$ cat src/brmcd_pkg.sv
package brmcd_pkg;
    localparam logic [2:0] CMD_TYPE_CTRL   = 3'h0;
    localparam logic [5:0] OP_PT_UPDATE    = 6'h23;
    localparam logic [5:0] OP_SW_NOTIFY    = 6'h02;
    localparam logic [5:0] OP_STALL        = 6'h03;
    localparam int         TYPE_HI         = 31;
    localparam int         TYPE_LO         = 29;
    localparam int         OP_HI           = 28;
    localparam int         OP_LO           = 23;
    localparam int         GLOBAL_BIT      = 22;
    localparam int         LEN_HI          = 5;
    localparam int         LEN_LO          = 0;
    localparam int         ADDR_HI         = 31;
    localparam int         ADDR_LO         = 12;
    localparam int         SPR_C_BIT       = 20;
    localparam int         CC_HI           = 19;
    localparam int         CC_LO           = 16;
    localparam int         PLN_C_BIT       = 15;
    localparam int         SPR_B_BIT       = 10;
    localparam int         PLN_B_BIT       = 9;
    localparam logic [3:0] CC_DISABLED     = 4'h0;
    localparam logic [3:0] CC_MAX_ENABLED  = 4'h5;
    localparam logic [5:0] LEN_ONE_ENTRY   = 6'h00;
    localparam logic [19:0] ADDR_ONE       = 20'h00001;

    typedef struct packed {
        logic [31:0] data;
        logic        valid;
        logic        from_batch;
        logic        privileged;
        logic        primary_ring;
    } brmcd_dw_t;

    typedef struct packed {
        logic        valid;
        logic [19:0] index;
        logic [31:0] data;
    } brmcd_pte_wr_t;

    typedef struct packed {
        logic sprite_c;
        logic plane_c;
        logic sprite_b;
        logic plane_b;
    } brmcd_flip_t;

    typedef enum logic [1:0] {
        ST_HEADER = 2'b00,
        ST_ADDR   = 2'b01,
        ST_DATA   = 2'b11,
        ST_STALL  = 2'b10
    } brmcd_state_t;
endpackage

$ cat src/brmcd_top.sv
// Contract
// - page-table update opcode 23h writes entries in order
// - page-table update accepted only when privileged
// - length field is data dword count minus one
// - dword 1 bits 31:12 give first entry
// - each data dword becomes one entry
// - notify opcode 02h pulses interrupt, no stall
// - stall opcode 03h waits while condition holds
// - batch stall halts parser and arbitration
// - ring stall stops only that ring
// - inactive condition makes stall a no-op
// - primary ring stall yields its time slice
// - bits 20 and 10 select sprite flips
// - flip stall holds until flip completes
// - code select 1h-5h waits until code clears
`timescale 1ns/1ps
`default_nettype none
module brmcd_top
(
    input  wire logic                   i_clk_sys,
    input  wire logic                   i_rst,
    input  wire brmcd_pkg::brmcd_dw_t   i_dw,
    output logic                        o_dw_ready,
    input  wire brmcd_pkg::brmcd_flip_t i_flip_pending,
    input  wire logic [14:0]            i_cond_codes,
    output brmcd_pkg::brmcd_pte_wr_t    o_pte_wr,
    output logic                        o_user_irq,
    output logic                        o_priv_violation,
    output logic                        o_ring_stalled,
    output logic                        o_arb_suspend,
    output logic                        o_yield_slice,
    output logic                        o_cmd_done
);
    // ------------------------------------------------------------
    // synchronise off-domain condition inputs
    // ------------------------------------------------------------
    brmcd_pkg::brmcd_flip_t flip_s1_r;
    brmcd_pkg::brmcd_flip_t flip_s2_r;
    logic [14:0]            cc_s1_r;
    logic [14:0]            cc_s2_r;

    always_ff @(posedge i_clk_sys)
    begin
        flip_s1_r <= i_flip_pending;
        flip_s2_r <= flip_s1_r;
        cc_s1_r   <= i_cond_codes;
        cc_s2_r   <= cc_s1_r;
    end

    // ------------------------------------------------------------
    // state
    // ------------------------------------------------------------
    brmcd_pkg::brmcd_state_t state_r;
    brmcd_pkg::brmcd_state_t state_nxt;
    logic [5:0]              left_r;
    logic [5:0]              left_nxt;
    logic [19:0]             idx_r;
    logic [19:0]             idx_nxt;
    logic [31:0]             hdr_r;
    logic                    batch_r;
    logic                    primary_r;
    logic                    first_chk_r;
    logic                    cond_active;

    // ------------------------------------------------------------
    // header decode
    // ------------------------------------------------------------
    logic       take;
    logic       is_ctrl;
    logic       hdr_ok;
    logic [5:0] opcode;
    logic       op_pt;
    logic       op_notify;
    logic       op_stall;

    assign o_dw_ready = (state_r != brmcd_pkg::ST_STALL);
    assign take   = i_dw.valid && o_dw_ready;
    assign is_ctrl = i_dw.data[brmcd_pkg::TYPE_HI:brmcd_pkg::TYPE_LO]
                     == brmcd_pkg::CMD_TYPE_CTRL;
    assign opcode = i_dw.data[brmcd_pkg::OP_HI:brmcd_pkg::OP_LO];
    assign hdr_ok = take && state_r == brmcd_pkg::ST_HEADER && is_ctrl;
    assign op_pt  = hdr_ok && opcode == brmcd_pkg::OP_PT_UPDATE;
    assign op_notify = hdr_ok && opcode == brmcd_pkg::OP_SW_NOTIFY;
    assign op_stall = hdr_ok && opcode == brmcd_pkg::OP_STALL;

    brmcd_wait_eval u_wait_eval
    (
        .i_clk_sys      (i_clk_sys),
        .i_rst          (i_rst),
        .i_header       (hdr_r),
        .i_flip_pending (flip_s2_r),
        .i_cond_codes   (cc_s2_r),
        .o_active       (cond_active)
    );

    // ------------------------------------------------------------
    // next-state logic
    // ------------------------------------------------------------
    always_comb
    begin
        state_nxt = state_r;
        left_nxt  = left_r;
        idx_nxt   = idx_r;
        case (state_r)
            brmcd_pkg::ST_HEADER:
            begin
                if (op_pt && i_dw.privileged)
                begin
                    state_nxt = brmcd_pkg::ST_ADDR;
                    left_nxt  = i_dw.data[brmcd_pkg::LEN_HI:
                                          brmcd_pkg::LEN_LO];
                end
                else if (op_stall)
                    state_nxt = brmcd_pkg::ST_STALL;
            end
            brmcd_pkg::ST_ADDR:
            begin
                if (take)
                begin
                    idx_nxt = i_dw.data[brmcd_pkg::ADDR_HI:
                                        brmcd_pkg::ADDR_LO];
                    state_nxt = brmcd_pkg::ST_DATA;
                end
            end
            brmcd_pkg::ST_DATA:
            begin
                if (take)
                begin
                    idx_nxt = idx_r + brmcd_pkg::ADDR_ONE;
                    left_nxt = left_r - 6'h01;
                    if (left_r == brmcd_pkg::LEN_ONE_ENTRY)
                        state_nxt = brmcd_pkg::ST_HEADER;
                end
            end
            brmcd_pkg::ST_STALL:
            begin
                if (!cond_active)
                    state_nxt = brmcd_pkg::ST_HEADER;
            end
            default:
                state_nxt = brmcd_pkg::ST_HEADER;
        endcase
    end

    // ------------------------------------------------------------
    // registers
    // ------------------------------------------------------------
    always_ff @(posedge i_clk_sys)
    begin
        if (i_rst)
        begin
            state_r     <= brmcd_pkg::ST_HEADER;
            left_r      <= brmcd_pkg::LEN_ONE_ENTRY;
            idx_r       <= '0;
            hdr_r       <= '0;
            batch_r     <= 1'b0;
            primary_r   <= 1'b0;
            first_chk_r <= 1'b0;
        end
        else
        begin
            state_r     <= state_nxt;
            left_r      <= left_nxt;
            idx_r       <= idx_nxt;
            first_chk_r <= op_stall;
            if (op_stall)
            begin
                hdr_r     <= i_dw.data;
                batch_r   <= i_dw.from_batch;
                primary_r <= i_dw.primary_ring;
            end
        end
    end

    // ------------------------------------------------------------
    // outputs
    // ------------------------------------------------------------
    logic stalling;
    logic pte_fire;

    assign stalling = (state_r == brmcd_pkg::ST_STALL) && cond_active;
    assign pte_fire = take && state_r == brmcd_pkg::ST_DATA;

    always_ff @(posedge i_clk_sys)
    begin
        if (i_rst)
        begin
            o_pte_wr         <= '0;
            o_user_irq       <= 1'b0;
            o_priv_violation <= 1'b0;
            o_ring_stalled   <= 1'b0;
            o_arb_suspend    <= 1'b0;
            o_yield_slice    <= 1'b0;
            o_cmd_done       <= 1'b0;
        end
        else
        begin
            o_pte_wr.valid   <= pte_fire;
            o_pte_wr.index   <= idx_r;
            o_pte_wr.data    <= i_dw.data;
            o_user_irq       <= op_notify;
            o_priv_violation <= op_pt && !i_dw.privileged;
            o_ring_stalled   <= stalling && !batch_r;
            o_arb_suspend    <= stalling && batch_r;
            o_yield_slice    <= stalling && first_chk_r
                                && !batch_r && primary_r;
            o_cmd_done       <= (state_r == brmcd_pkg::ST_STALL
                                 && !cond_active)
                                || op_notify
                                || (pte_fire && left_r
                                    == brmcd_pkg::LEN_ONE_ENTRY);
        end
    end

    AST_NOTIFY_PULSE: assert property (
        @(posedge i_clk_sys) disable iff (i_rst)
        op_notify |=> o_user_irq && o_dw_ready)
        else $error("notify did not pulse or stalled");
    AST_PRIV_BLOCK: assert property (
        @(posedge i_clk_sys) disable iff (i_rst)
        op_pt && !i_dw.privileged |=> state_r == brmcd_pkg::ST_HEADER
        && o_priv_violation)
        else $error("unprivileged update accepted");
    AST_UPD_ENTER: assert property (
        @(posedge i_clk_sys) disable iff (i_rst)
        op_pt && i_dw.privileged |=> state_r == brmcd_pkg::ST_ADDR)
        else $error("update header not accepted");
    AST_ENTRY_IDX: assert property (
        @(posedge i_clk_sys) disable iff (i_rst)
        state_r == brmcd_pkg::ST_ADDR && take |=> idx_r ==
        $past(i_dw.data[brmcd_pkg::ADDR_HI:brmcd_pkg::ADDR_LO]))
        else $error("entry index not captured");
    AST_PTE_WRITE: assert property (
        @(posedge i_clk_sys) disable iff (i_rst)
        pte_fire |=> o_pte_wr.valid && o_pte_wr.data == $past(i_dw.data)
        && o_pte_wr.index == $past(idx_r))
        else $error("entry write mismatch");
    AST_LEN_END: assert property (
        @(posedge i_clk_sys) disable iff (i_rst)
        pte_fire && left_r == brmcd_pkg::LEN_ONE_ENTRY
        |=> state_r == brmcd_pkg::ST_HEADER)
        else $error("update length wrong");
    AST_STALL_HOLD: assert property (
        @(posedge i_clk_sys) disable iff (i_rst)
        stalling |=> state_r == brmcd_pkg::ST_STALL && !o_dw_ready)
        else $error("stall released while condition active");
    AST_NOOP: assert property (
        @(posedge i_clk_sys) disable iff (i_rst)
        state_r == brmcd_pkg::ST_STALL && !cond_active
        |=> state_r == brmcd_pkg::ST_HEADER ##1 !o_ring_stalled
        && !o_arb_suspend)
        else $error("inactive condition did not pass");
    AST_BATCH_ARB: assert property (
        @(posedge i_clk_sys) disable iff (i_rst)
        stalling && batch_r |=> o_arb_suspend && !o_ring_stalled)
        else $error("batch stall did not suspend arbitration");
    AST_RING_ONLY: assert property (
        @(posedge i_clk_sys) disable iff (i_rst)
        stalling && !batch_r |=> o_ring_stalled && !o_arb_suspend)
        else $error("ring stall suspended arbitration");
    AST_YIELD: assert property (
        @(posedge i_clk_sys) disable iff (i_rst)
        o_yield_slice |-> $past(primary_r) && o_ring_stalled)
        else $error("yield without primary ring stall");
endmodule
`default_nettype wire

$ cat src/brmcd_wait_eval.sv
`timescale 1ns/1ps
`default_nettype none
module brmcd_wait_eval
(
    input  wire logic               i_clk_sys,
    input  wire logic               i_rst,
    input  wire logic [31:0]        i_header,
    input  wire brmcd_pkg::brmcd_flip_t i_flip_pending,
    input  wire logic [14:0]        i_cond_codes,
    output logic                    o_active
);
    // ------------------------------------------------------------
    // selected condition, evaluated live
    // ------------------------------------------------------------
    logic [3:0] cc_sel;
    logic       cc_en;
    logic       cc_hit;
    logic       flip_hit;

    assign cc_sel = i_header[brmcd_pkg::CC_HI:brmcd_pkg::CC_LO];
    assign cc_en  = (cc_sel != brmcd_pkg::CC_DISABLED)
                  && (cc_sel <= brmcd_pkg::CC_MAX_ENABLED);
    assign cc_hit = cc_en && i_cond_codes[4'(cc_sel - 4'h1)];
    assign flip_hit =
        (i_header[brmcd_pkg::SPR_C_BIT] && i_flip_pending.sprite_c)
        || (i_header[brmcd_pkg::SPR_B_BIT] && i_flip_pending.sprite_b)
        || (i_header[brmcd_pkg::PLN_C_BIT] && i_flip_pending.plane_c)
        || (i_header[brmcd_pkg::PLN_B_BIT] && i_flip_pending.plane_b);
    assign o_active = flip_hit || cc_hit;

    AST_CC_OFF: assert property (
        @(posedge i_clk_sys) disable iff (i_rst)
        (cc_sel == brmcd_pkg::CC_DISABLED) && !flip_hit |-> !o_active)
        else $error("disabled code select still active");
endmodule
`default_nettype wire

$ cat config.mk
export PLATFORM = sky130hd
export DESIGN_NAME = brmcd_top
export DESIGN_NICKNAME = d
export VERILOG_FILES = /design/src/brmcd_pkg.sv /design/src/brmcd_top.sv /design/src/brmcd_wait_eval.sv
export SDC_FILE = /design/constraint.sdc
export NUM_CORES = 1
export LEC_CHECK = 0
export BUFFER_PORTS_ARGS = -buffer_cell sky130_fd_sc_hd__buf_2
export CAP_MARGIN = 5
export CORE_AREA = 2 2 109 111
export CTS_CLUSTER_DIAMETER = 30
export DETAILED_ROUTE_END_ITERATION = 8
export DIE_AREA = 0 0 111 113
export GPL_TIMING_DRIVEN = 0
export PLACE_DENSITY = 0.8
export SYNTH_ARGS = -nofsm -noshare
export SYNTH_HDL_FRONTEND = slang
export SYNTH_HIERARCHICAL = 1
export SYNTH_SLANG_ARGS = --single-unit
$ cat constraint.sdc
create_clock -name i_clk_sys -period 4.83 [get_ports i_clk_sys]
set_input_delay 1.449 -clock i_clk_sys [delete_from_list [all_inputs] [get_ports i_clk_sys]]
set_output_delay 1.449 -clock i_clk_sys [all_outputs]
set_load 0.01 [all_outputs]
==> results_dict.tcl <==
set metrics [dict create \
    finalHoldViolCount 0 \
    peakVddDrop_v 0.000241 \
    leakagePower_uw 0.00255 \
    drc 0 \
    p_int_uw 1940 \
    p_sw_uw 572 \
    grt_max_degree 17 \
    layout-drive-gt1-share_pct 26.3 \
    status "complete, no violations" \
    antenna_left 0 \
    cts_tree "built" \
    whs_path_depth 0 \
    core_area_um2 11300 \
    via_count 4027 \
    routedWlPerCell_um 15.8 \
    slew_viol_final 0 \
    r2r_end "o_yield_slice" \
    cts-root-buf "clkbuf_16" \
    worstHoldPathType "reg -> reg" \
    gr-total-overflow 0 \
    worstPathRequired_ns 5.18 \
    drt_iter0_drc 251 \
    crit_path_end_kind "flop" \
    r2r_cells 10 \
    worstMarginPinSlew_ns 0.616 \
    final_nets 670 \
    dpl.cell_count 731 \
    p_seq_share_pct 46.1 \
    cp.arrival_ns 3.41 \
    syn_area_um2 4850 \
    hpwl_um 8640 \
    die_h_um 113 \
    yosys_warnings 6 \
    post_cts_resized 0 \
    num_rows 39 \
    fp.dieArea_um2 12500 \
    portBuffers 116 \
    fillers 1003 \
    max-clock-path-buffers 2 \
    path_clk_slew_ns 0.06 \
    power_uw 2520 \
    powerDensity_nw_per_um2 406 \
    grt_pass1_vias 3904 \
    cts_made_buffers 17 \
    hold_end "flip_s2_r[1]" \
    synthesis.nets 535 \
    die_w_um 111 \
    timing.final.crit_share_pct 63.4 \
    final_cells 763 \
    worstSetupPathType "in -> reg" \
    initial_core_util_pct 43.0 \
    hp-start "flip_s1_r[1]" \
    cts_setup_buffers 0 \
    antenna_cells 0 \
    area_delta_synth_final_pct 27.8 \
    r2r-start "hdr_r[16]" \
    cts_hold_buffers 0 \
    relSlewSlack_pct 58.5 \
    wl_um 12000 \
    track_usage_pct 19.4 \
    min_period_ns 3.06 \
    cts_max_level 4 \
    postSynthCellCount 472 \
    r2r_slack_ns 2.09 \
    tns_ns 0 \
    setup_viol 0 \
    worst-path-max-fanout 7 \
    postSynthAreaPerCell_um2 10.3 \
    ioPinCount 117 \
    grt_pass1_wl_um 19300 \
    combPwrFrac_pct 3.8 \
    clk_latency_ns 0.42 \
    vias_per_cell 5.28 \
    final.setup_skew_ns 0.0105 \
    first_pass_iters 6 \
    antenna_found_initial 0 \
    place_congestion 0.903 \
    maxCapViolCount 0 \
    max_freq_ghz 0.327 \
    worst_setup_path_start_kind "input pin" \
    cts_sinks 136 \
    final_util_pct 55.0 \
    grt_setup_unrepaired "false" \
    register_area_um2 2720 \
    power_frac_clock_pct 50.0 \
    switching_share_pct 22.7 \
    multi_input_area_um2 1970 \
]
## final cells by class
| type | instances | area share, % |
|---|---|---|
| timing repair buffer | 116 | 9.37 |
| sequential | 136 | 43.9 |
| clock inverter | 13 | 2.16 |
| buffer | 30 | 2.10 |
| multi-input combinational | 298 | 31.7 |
| inverter | 8 | 0.485 |
| tap | 143 | 2.89 |
| clock buffer | 19 | 7.31 |
## placed cells by master, fill, tap and decap left out, drive strengths merged, types with 3 or more instances in the layout
cell type and instances:
mux4 3, o32ai 4, and4 5, or4 5
and2 3, o21ai 21, a22oi 9, nor4 10
mux2i 13, nand2 12, and3 5, nand3 15
inv 13, nand4 8, nor2 32, a31oi 3
dfxtp 136, ha 6, nor2b 52, clkinvlp 5
a21oi 24, nor3b 4, nor3 13, o211ai 4
buf 120, or3 4, clkbuf 45, o2bb2ai 4
nand2b 9, a311o 3
## critical path, stage by stage
cell and delay (ns):
buf_2 0.12, or4b_1 0.63, or4_1 0.50, clkbuf_2 0.18
a221o_1 0.37, a21oi_2 0.16
## registers in the layout, summed over array words and instances, names as in the netlist, 2 cells and up
register,flops
state_r,2
cc_s1_r,15
idx_r,20
cc_s2_r,15
flip_s1_r,4
flip_s2_r,4
hdr_r,8
left_r,6
o_pte_wr,53
## per-layer routing
layer / vias to the layer above / global-route usage (%) / part of all wire (%)
met5: - / 0 / 0
met4: 0 / 7.50 / 1.7
met3: 20 / 5.52 / 7.9
met2: 183 / 33.6 / 49
met1: 1860 / 23.0 / 41
li1: 1964 / - / -
## through the flow
stage / setup slack [ns] / area, um^2 / hold WS [ns]
after floorplan: 1.69 / 4850 / 0.310
after global placement: 1.42 / 5610 / 0.312
after detailed placement: 1.44 / 5610 / 0.312
after CTS: 1.79 / 6200 / 0.327
after global routing: 1.67 / 6200 / 0.328
final: 1.77 / 6200 / 0.326
## power by group through the flow
stage,Clock [uW],Sequential (uW),Combinational (uW)
final,1260,1160,96.6
after floorplan,0,1190,32.6
after global routing,1330,1160,105
after detailed placement,0,1190,96.6
after global placement,0,1180,94.7
after CTS,1280,1160,97.2
## worst max path at each step
stage,start,to,slack (ns),depth (start not counted)
CTS,i_dw[29],left_r[1],1.79,6
floorplan,i_dw[33],left_r[1],1.69,5
global route,i_dw[29],left_r[5],1.67,5
global placement,i_dw[29],left_r[1],1.42,6
detailed placement,i_dw[29],left_r[1],1.44,6
finish,i_dw[29],left_r[1],1.77,6
Note: power is estimated with default switching activity, not from simulation.
